[src/inc/adcbus_defines.svh]
`ifndef ADCBUS_DEFINES_SVH
`define ADCBUS_DEFINES_SVH
// Summary of operation
// - power-down finishes current conversion, blocks new ones
// - start high after acquisition: convert on falling edge
// - start low after acquisition: convert at once
// - refbuf_off low enables buffer, high disables it
// - latest result kept in 18-bit output register
// - format 0: all 18 bits parallel
// - format 1: high word or low word
// - format 2 byte 0: bits 17..10, lines 3-9 float
// - format 2 byte 1: bits 9..2 on 17..10
// - format 2 byte 2: bits 1..0, zeros, float
// - bus driven only while cs_n and rd_n low
// - busy high from start until result latched
// - coding select: straight binary or two's complement in formats 1 and 2; format 0 always binary
// - reset aborts conversion in progress

// ------------------------------------------------------------
// timing counts at 40 MHz (25 ns period)
// ------------------------------------------------------------
`define ADCBUS_CLK_PERIOD_NS 25
`define ADCBUS_ACQ_NS 400
`define ADCBUS_ACQ_CYC ((`ADCBUS_ACQ_NS + `ADCBUS_CLK_PERIOD_NS - 1) / `ADCBUS_CLK_PERIOD_NS)
`define ADCBUS_CONV_NS 1250
`define ADCBUS_CONV_CYC ((`ADCBUS_CONV_NS + `ADCBUS_CLK_PERIOD_NS - 1) / `ADCBUS_CLK_PERIOD_NS)

// ------------------------------------------------------------
// data bus layout and reset values
// ------------------------------------------------------------
`define ADCBUS_RES_W 18
`define ADCBUS_MSB_POS 17
`define ADCBUS_RESULT_RST 18'h00000
// conv start idles high, so leaving reset makes no false edge
`define ADCBUS_SYNC_RST 5'h08
`define ADCBUS_LINE_CODING 0
`define ADCBUS_LINE_WSEL 1
`define ADCBUS_LINE_BSEL 2
`endif

[src/inc/adcbus_pkg.sv]
package adcbus_pkg;
  typedef enum logic [1:0] {
    ADCBUS_ST_ACQ = 2'b00,
    ADCBUS_ST_WAIT = 2'b01,
    ADCBUS_ST_CONV = 2'b10
  } adcbus_state_e;

  typedef enum logic [1:0] {
    ADCBUS_FMT_PAR18 = 2'b00,
    ADCBUS_FMT_PAR16 = 2'b01,
    ADCBUS_FMT_PAR8 = 2'b10,
    ADCBUS_FMT_SERIAL = 2'b11
  } adcbus_fmt_e;

  // one data bus as two signals per line
  typedef struct packed {
    logic [17:0] dout;
    logic [17:0] oe;
  } adcbus_bus_s;

  // host-side select inputs grouped
  typedef struct packed {
    logic iface_sel_hi;
    logic iface_sel_lo;
    logic cs_n;
    logic rd_n;
  } adcbus_sel_s;
endpackage
[src/design/adcbus_top.sv]
`timescale 1ns/10ps
`include "adcbus_defines.svh"
module adcbus_top #(
  parameter int ACQ_CYC = `ADCBUS_ACQ_CYC,
  parameter int CONV_CYC = `ADCBUS_CONV_CYC
) (
  input wire logic mclk,
  input wire logic rst,
  input wire logic power_down_in,
  input wire logic conv_start_n,
  input wire logic refbuf_off,
  input wire adcbus_pkg::adcbus_sel_s sel,
  input wire logic [17:0] data_in,
  input wire logic [17:0] sample_in,
  output adcbus_pkg::adcbus_bus_s bus,
  output logic busy,
  output logic refbuf_en,
  output logic powered_down
);
  import adcbus_pkg::*;

  // ------------------------------------------------------------
  // pin synchronisers: 3 flops, change accepted when 2nd and 3rd agree
  // ------------------------------------------------------------
  localparam int NSYNC = 5;
  logic [NSYNC-1:0] pin_raw;
  logic [NSYNC-1:0] s1_r, s2_r, s3_r, filt_r, filt_nxt;
  logic wsel_raw, bsel_raw, cod_raw;
  assign wsel_raw = data_in[`ADCBUS_LINE_WSEL];
  assign bsel_raw = data_in[`ADCBUS_LINE_BSEL];
  assign cod_raw = data_in[`ADCBUS_LINE_CODING];
  assign pin_raw = {power_down_in, conv_start_n, wsel_raw, bsel_raw, cod_raw};

  genvar gi;
  generate
    for (gi = 0; gi < NSYNC; gi++) begin : g_sync
      always_comb begin
        filt_nxt[gi] = (s2_r[gi] == s3_r[gi]) ? s3_r[gi] : filt_r[gi];
      end
    end
  endgenerate

  always_ff @(posedge mclk or posedge rst) begin
    if (rst) begin
      s1_r <= `ADCBUS_SYNC_RST;
      s2_r <= `ADCBUS_SYNC_RST;
      s3_r <= `ADCBUS_SYNC_RST;
      filt_r <= `ADCBUS_SYNC_RST;
    end else begin
      s1_r <= pin_raw;
      s2_r <= s1_r;
      s3_r <= s2_r;
      filt_r <= filt_nxt;
    end
  end

  logic pd_s, cnv_s, wsel_s, bsel_s, coding_s, cnv_prev_r, cnv_prev_nxt;
  assign {pd_s, cnv_s, wsel_s, bsel_s, coding_s} = filt_r;

  // ------------------------------------------------------------
  // conversion sequencer
  // ------------------------------------------------------------
  adcbus_state_e st_r, st_nxt;
  logic [15:0] cnt_r, cnt_nxt;
  logic [17:0] result_r, result_nxt;
  logic [17:0] held_r, held_nxt;
  logic pdn_r, pdn_nxt;
  logic cnv_fall, acq_done, start_go;

  assign cnv_fall = cnv_prev_r & ~cnv_s;
  assign acq_done = (cnt_r >= 16'(ACQ_CYC - 1));

  always_comb begin
    st_nxt = st_r;
    cnt_nxt = cnt_r;
    result_nxt = result_r;
    held_nxt = held_r;
    pdn_nxt = pdn_r;
    cnv_prev_nxt = cnv_s;
    start_go = 1'b0;
    unique case (st_r)
      ADCBUS_ST_ACQ: begin
        // while powered down, nothing is started
        pdn_nxt = pd_s;
        if (!acq_done) begin
          cnt_nxt = cnt_r + 16'h0001;
        end else if (!pd_s) begin
          if (!cnv_s) begin
            start_go = 1'b1;
          end else begin
            st_nxt = ADCBUS_ST_WAIT;
          end
        end
      end
      ADCBUS_ST_WAIT: begin
        pdn_nxt = pd_s;
        if (!pd_s && cnv_fall) begin
          start_go = 1'b1;
        end
      end
      ADCBUS_ST_CONV: begin
        // pd during conversion lets it complete
        if (cnt_r >= 16'(CONV_CYC - 1)) begin
          result_nxt = held_r;
          st_nxt = ADCBUS_ST_ACQ;
          cnt_nxt = 16'h0000;
        end else begin
          cnt_nxt = cnt_r + 16'h0001;
        end
      end
      default: begin
        st_nxt = ADCBUS_ST_ACQ;
        cnt_nxt = 16'h0000;
      end
    endcase
    if (start_go) begin
      held_nxt = sample_in;
      st_nxt = ADCBUS_ST_CONV;
      cnt_nxt = 16'h0000;
      pdn_nxt = 1'b0;
    end
  end

  always_ff @(posedge mclk or posedge rst) begin
    if (rst) begin
      st_r <= ADCBUS_ST_ACQ;
      cnt_r <= 16'h0000;
      result_r <= `ADCBUS_RESULT_RST;
      held_r <= `ADCBUS_RESULT_RST;
      pdn_r <= 1'b0;
      cnv_prev_r <= 1'b1;
    end else begin
      st_r <= st_nxt;
      cnt_r <= cnt_nxt;
      result_r <= result_nxt;
      held_r <= held_nxt;
      pdn_r <= pdn_nxt;
      cnv_prev_r <= cnv_prev_nxt;
    end
  end

  assign busy = (st_r == ADCBUS_ST_CONV);
  assign powered_down = pdn_r;
  assign refbuf_en = ~refbuf_off;

  // ------------------------------------------------------------
  // output bus formatter
  // ------------------------------------------------------------
  adcbus_fmt_e fmt;
  logic [17:0] coded, dnext, oenext;
  logic rd_en;
  adcbus_bus_s bus_r, bus_nxt;
  assign fmt = adcbus_fmt_e'({sel.iface_sel_hi, sel.iface_sel_lo});
  assign rd_en = ~sel.cs_n & ~sel.rd_n;

  always_comb begin
    // msb flip gives two's complement; full width is always binary
    coded = result_r;
    if (fmt != ADCBUS_FMT_PAR18 && !coding_s) begin
      coded = {~result_r[17], result_r[16:0]};
    end
    dnext = 18'h00000;
    oenext = 18'h00000;
    unique case (fmt)
      ADCBUS_FMT_PAR18: begin
        dnext = coded;
        oenext = 18'h3FFFF;
      end
      ADCBUS_FMT_PAR16: begin
        oenext = 18'h3FFFC;
        if (!wsel_s) begin
          dnext = {coded[17:2], 2'h0};
        end else begin
          dnext = {14'h0000, coded[1:0], 2'h0};
        end
      end
      ADCBUS_FMT_PAR8: begin
        oenext = 18'h3FC00;
        unique case ({wsel_s, bsel_s})
          2'b00: dnext = {coded[17:10], 10'h000};
          2'b01: dnext = {coded[9:2], 10'h000};
          default: dnext = {coded[1:0], 6'h00, 10'h000};
        endcase
      end
      ADCBUS_FMT_SERIAL: begin
        // serial port not built here; lines 0..17 stay off
        oenext = 18'h00000;
      end
    endcase
    bus_nxt.dout = dnext;
    bus_nxt.oe = rd_en ? oenext : 18'h00000;
  end

  always_ff @(posedge mclk or posedge rst) begin
    if (rst) begin
      bus_r <= '0;
    end else begin
      bus_r <= bus_nxt;
    end
  end
  assign bus = bus_r;

  // ------------------------------------------------------------
  // busy and acquisition span monitors
  // ------------------------------------------------------------
  logic [15:0] busy_cnt_r, busy_cnt_nxt;
  logic [15:0] idle_cnt_r, idle_cnt_nxt;

  always_comb begin
    busy_cnt_nxt = 16'h0000;
    idle_cnt_nxt = idle_cnt_r;
    if (busy) begin
      busy_cnt_nxt = busy_cnt_r + 16'h0001;
      idle_cnt_nxt = 16'h0000;
    end else if (idle_cnt_r != 16'hFFFF) begin
      // saturate so a long idle spell never wraps to a small count
      idle_cnt_nxt = idle_cnt_r + 16'h0001;
    end
  end

  always_ff @(posedge mclk or posedge rst) begin
    if (rst) begin
      busy_cnt_r <= 16'h0000;
      idle_cnt_r <= 16'h0000;
    end else begin
      busy_cnt_r <= busy_cnt_nxt;
      idle_cnt_r <= idle_cnt_nxt;
    end
  end
endmodule // adcbus_top

[config.mk]
export PLATFORM = sky130hd
export DESIGN_NAME = adcbus_top
export DESIGN_NICKNAME = d
export VERILOG_FILES = /design/src/inc/adcbus_pkg.sv /design/src/design/adcbus_top.sv
export VERILOG_INCLUDE_DIRS = /design/src /design/src/inc
export SDC_FILE = /design/constraint.sdc
export NUM_CORES = 1
export LEC_CHECK = 0
export ABC_AREA = 1
export BUFFER_PORTS_ARGS = -buffer_cell sky130_fd_sc_hd__buf_4
export CAP_MARGIN = 10
export CORE_MARGIN = 2
export CORE_UTILIZATION = 30
export CTS_BUF_LIST = sky130_fd_sc_hd__clkbuf_4
export DETAILED_ROUTE_END_ITERATION = 10
export PLACE_DENSITY = 0.49
export SLEW_MARGIN = 10
export SYNTH_ARGS = -nofsm -noshare
export SYNTH_HDL_FRONTEND = slang
export SYNTH_SLANG_ARGS = --single-unit
[constraint.sdc]
create_clock -name mclk -period 3.8 [get_ports mclk]
set_input_delay 0.38 -clock mclk [delete_from_list [all_inputs] [get_ports mclk]]
set_output_delay 0.38 -clock mclk [all_outputs]
set_load 0.03 [all_outputs]
# Word level (Yosys, flattened, before mapping)
# Cells that the tools add are included.
# totals
regBits,112
latchBits,0
mem_bits_rw,0
romBits,0
inputBits,45
n_memories,0
# classes
add_sub_neg,1
mul,0
div_mod_pow,0
n_lt_le_gt_ge,2
eq_ne,17
shift,0
muxes,23
bitwise,7
n_reduce_logical,13
# op_table
cell,n
case mux 18 bit (4 select lines),1
2-to-1 mux 18 bit,3
case mux 18 bit (3 select lines),1
2-to-1 mux 16 bit,3
case mux 16 bit (3 select lines),1
case mux 18 bit (2 select lines),1
adder 16 x 1 -> 16 bit (second input constant),1
>= comparator 16 x 4 -> 1 bit (second input constant),1
>= comparator 16 x 6 -> 1 bit (second input constant),1
inequality test 3 bit (second input constant),4
2-to-1 mux 2 bit,5
equality test 2 x 1 -> 1 bit (second input constant),3
equality test 2 bit (second input constant),3
logical NOT 2 bit,3
2-to-1 mux 1 bit,6
case mux 2 bit (3 select lines),1
equality test 1 bit,5
inverter 1 bit,5
AND reduction 5 bit,1
AND reduction 2 bit,2
nonzero test 2 bit,2
inequality test 3 x 1 -> 1 bit (second input constant),1
AND 1 bit,2
logical AND 1 bit,2
other kinds (4),5

# Depth between registers and ports, before layout
# logic_depth
depth_word,7
ltp_mapped,10

# Least setup slack after synthesis
# Ideal clock, no wire load.
# synth_path
kind,register -> register
from,register cnt_r[0]
to,register held_r[0]
arrival_ps,1383
t_required_ps,3683
slack_ps,2299
path_stages_with_launch,11
path_buffers,1
period_less_slack_ps,1501
path_cell_list,dfrtp_1 > ha_1 > nand2_2 > nor2_4 > nor2_2 > nand2_2 > nand3_2 > nand2_4 > buf_6 > nand2_1 > o21ai_2
# synth_between
elab_chain_cells,3
# synth_lines
element,line_no,text
start: declaration,adcbus_top.sv:64,"logic [15:0] cnt_r, cnt_nxt;"
start signal: assignment,adcbus_top.sv:134,cnt_r <= cnt_nxt;
>= comparator 16 x 4 -> 1 bit,adcbus_top.sv:71,assign acq_done = (cnt_r >= 16'(ACQ_CYC - 1));
2-to-1 mux 1 bit,adcbus_top.sv:85,if (!acq_done) begin
case mux 1 bit (2 select lines),adcbus_top.sv:81,unique case (st_r)
end signal: assignment,adcbus_top.sv:129,held_r <= `ADCBUS_RESULT_RST;
end signal: assignment,adcbus_top.sv:136,held_r <= held_nxt;
end: declaration,adcbus_top.sv:66,"logic [17:0] held_r, held_nxt;"
# Every way passes these cells.
# A chain may end at the register's enable or synchronous reset.

# Final worst setup path
# layout_path
from,register cnt_r[0]
to,register cnt_r[2]
# layout_between
elab_chain_cells,5
elab_cells_between_ends,12
cone_classes,add/sub (1); order compare (2); eq/ne (2); mux (6); reduce/logical (1)
# layout_lines
element,line_no
>= comparator 16 x 4 -> 1 bit,adcbus_top.sv:71
2-to-1 mux 1 bit,adcbus_top.sv:85
case mux 1 bit (2 select lines),adcbus_top.sv:81
inequality test 3 bit (no line) or inequality test 2 bit (tied branches),-
AND reduction 2 bit (no line),-
# Several ways; a longest one is shown, not always the timed one. The select of a mux whose other input is x is not followed.

==> key figures <==
Run status
  • Outcome: finished clean

Clock network
  • Total CTS buffers: 9
  • CTS H-tree depth: 3
  • CTS tree: built
  • Clock buffer depth: 2
  • Hold_buf cts: 4
  • Post-CTS setup buffers: 0
  • Clk_lat worst skew: 0.45 ns
  • CTS resizes: 0
  • Clock sinks: 97
  • Reg clk slew, reported paths: 0.14 ns
  • CTS Root Cell: clkbuf_4

Place
  • Port Buffer Count: 68
  • Placed Area: 4559 µm²
  • DPL Wire Length: 5.180 mm
  • Final Wtd Congestion: 0.7967

Critical path
  • Reg-to-reg slack, setup: 1.91 ns
  • CP Capture Type: flop
  • Worst EP arrival: 2.24 ns
  • CP required: 4.15 ns
  • Reg2reg end: cnt_r[2]
  • Worst reg2reg path depth: 10
  • Reg2reg start: cnt_r[0]
  • WS Path Type: reg2reg
  • Critical path launch point type: flop
  • Max FO, Critical Path: 37

Route
  • WL/cell: 11.66 µm
  • Antenna viol nets, final: 0
  • Via count: 2653
  • Initial DRC Count: 173
  • Drt pass-1 iters: 5
  • Post-route DRC: 0
  • Drt total wl: 7.553 mm
  • DR vias/cell: 4.094

Synth
  • Commonest register cell after synthesis: dfrtp_1
  • Netlist cell types: 30
  • Top post-synthesis cells by area: dfrtp_1 58%, nand2_1 6.6%, inv_1 5.5%, nor2_1 4.6%, dfstp_2 3.3%
  • FF+latch count, synth: 97
  • Post-synthesis sequential area ratio: 61.01%
  • Most common cell in the netlist: dfrtp_1
  • Synth async-reset ratio: 100.0%
  • Largest area contributor in the netlist: dfrtp_1
  • Most frequent cells after synthesis: 92 x dfrtp_1, 70 x nand2_1, 58 x inv_1, 49 x nor2_1, 22 x o21ai_1
  • Gate Count Post-Synth: 403
  • Share of the synthesized area in the top cell type: 57.72%
  • Syn avg cell area: 9.898 µm²
  • Number of synthesized flops with an enable pin: 0
  • Synthesized cell area: 3989 µm²
  • Ys Warns: 0
  • Syn nets: 451

Pwr
  • Internal: 1.623 mW
  • Seq pwr share: 52.7%
  • Sw power: 746.9 µW
  • Sw Ratio: 31.51%
  • Max IR drop VDD: 0.1266 mV
  • Pleak: 2.365 nW
  • Comb pwr share: 23.8%
  • PD cells: 498.9 nW/µm²
  • Clock group share of total power: 23.5%

Final layout
  • Area growth, synth to finish: 19.10%
  • Nets: 514
  • Share of cells above drive strength 1: 26.75%
  • Design Area, Final: 4751 µm²

Floorplanning
  • # IOs: 84
  • Num rows: 42
  • Initial Util: 30.36%
  • Core Region: 13140 µm²
  • Die width: 119.3 µm
  • Die Ht: 119.3 µm
  • Die area: 14230 µm²

Min path
  • Min-delay src: sel[3]
  • Hold depth: 2
  • Hold/Removal Path Class: in2reg
  • Hold EP: bus[9]

STA
  • Rel. slew slack: 32.91%
  • Setup TNS: 0 ns
  • Tcrit/Tclk final: 49.68%
  • FMAX: 0.5297 GHz
  • Setup-failing EPs final: 0
  • Post-layout minimum cycle time: 1.888 ns
  • Final Slew Violations: 0
  • Worst-Margin Slew: 1.006 ns
  • Worst Skew: 0.01365 ns
  • Final hold vios: 0
  • RSZ-0062 raised after global routing: no

Global routing
  • First-pass GRT wire length: 12.68 mm
  • Gr usage total: 11.48%
  • Remaining global-route overflow: 0
  • Largest net degree at the start of global routing: 83
  • Vias in the first global route: 2539
  • Antenna violations before repair: 1

Run
  • Max cap viols: 0
cell type report:
class | instances | area, µm²
clock inverter | 3 | 41.29
clock buffer | 13 | 97.59
sequential | 97 | 2434
fill | 1364 | 8387
multi-input combinational | 222 | 1152
timing repair buffer | 74 | 568.0
inverter | 62 | 235.2
antenna | 1 | 2.502
tap | 176 | 220.2
placed cells by master (no fill, tap or decap), drive strengths merged:
cell / Yosys / routed
bufinv: 0 / 1
buf: 22 / 69
nand2: 85 / 85
dfrtp: 92 / 92
clkbuf: 0 / 13
clkinv: 0 / 1
diode: 0 / 1
maj3: 5 / 5
clkinvlp: 0 / 1
o31ai: 2 / 2
xor2: 3 / 3
ha: 3 / 3
nand3: 16 / 16
inv: 62 / 62
dfstp: 5 / 5
nand4: 3 / 3
nand3b: 1 / 1
xnor2: 2 / 2
nor2: 52 / 52
o21ai: 41 / 41
a32oi: 1 / 1
a22oi: 6 / 6
dlygate4sd3: 0 / 5
a21oi: 2 / 2
metal layers:
metal  routed length (µm)  vias up  GRT usage [%]
met5                    0        -              0
met4                  164        0          6.176
met3                  352       10          2.778
met2                 3030       60          15.23
met1                 4007     1220          17.05
li1                     -     1363              -
flip-flops by register name, indices dropped and copies added (netlist names):
signal,flops
bus,21
held_r,18
result_r,18
cnt_r,16
filt_r,5
s1_r,5
s2_r,5
s3_r,5
st_r,2
cnv_prev_r,1
powered_down,1
worst max-delay path, stage by stage (launching register included):
cell and delay, ns:
dfrtp_1 0.43, ha_1 0.22, nand2_2 0.08, nor2_4 0.10, nor2_2 0.06, nand2_2 0.10, nand3_2 0.09, nand2_4 0.41
inv_2 0.14, nand3_1 0.11, nand2_1 0.05
power by group through the flow:
stage | Clock (mW) | Sequential, mW | Combinational, mW
final | 0.557 | 1.25 | 0.565
after global routing | 0.622 | 1.27 | 0.646
after CTS | 0.581 | 1.25 | 0.574
after detailed placement | 0 | 1.27 | 0.568
after global placement | 0 | 1.27 | 0.559
after floorplan | 0 | 1.27 | 0.427
metrics by stage:
step | total power [mW] | hold slack (ns) | cells | setup slack [ns] | utilization (%)
2_1_floorplan | 1.698 | 0.3312 | 403 | 0.8946 | -
3_3_place_gp | 1.827 | 0.3350 | 626 | 1.909 | 34.70
3_5_place_dp | 1.839 | 0.3380 | 626 | 1.898 | 34.70
4_1_cts | 2.405 | 0.005151 | 646 | 1.872 | 36.07
5_1_grt | 2.537 | 0.04738 | 648 | 1.704 | 36.16
6_report | 2.370 | 0.08674 | 648 | 1.912 | 36.16
logic make-up after synthesis:
| kind of cell | count (synthesis) | share of synthesized area (%) |
|---|---|---|
| adders and majority gates | 8 | 2.196 |
| and+or+nand+nor | 157 | 17.35 |
| AOI/OAI and AO/OA | 52 | 8.250 |
| DFF | 97 | 61.01 |
| xor gates and xnor gates | 5 | 1.098 |
| buffers and inverters | 84 | 10.10 |
worst max-delay path by stage:
stage | startpoint | end | slack, ns | cells after the start
5_1_grt | cnt_r[0] | cnt_r[2] | 1.70 | 10
3_5_place_dp | cnt_r[0] | cnt_r[0] | 1.90 | 10
6_report | cnt_r[0] | cnt_r[2] | 1.91 | 10
4_1_cts | cnt_r[0] | cnt_r[2] | 1.87 | 10
2_1_floorplan | rst | bus[16] | 0.89 | 1
3_3_place_gp | cnt_r[0] | cnt_r[0] | 1.91 | 10
Power figures use the tool's default switching activity.
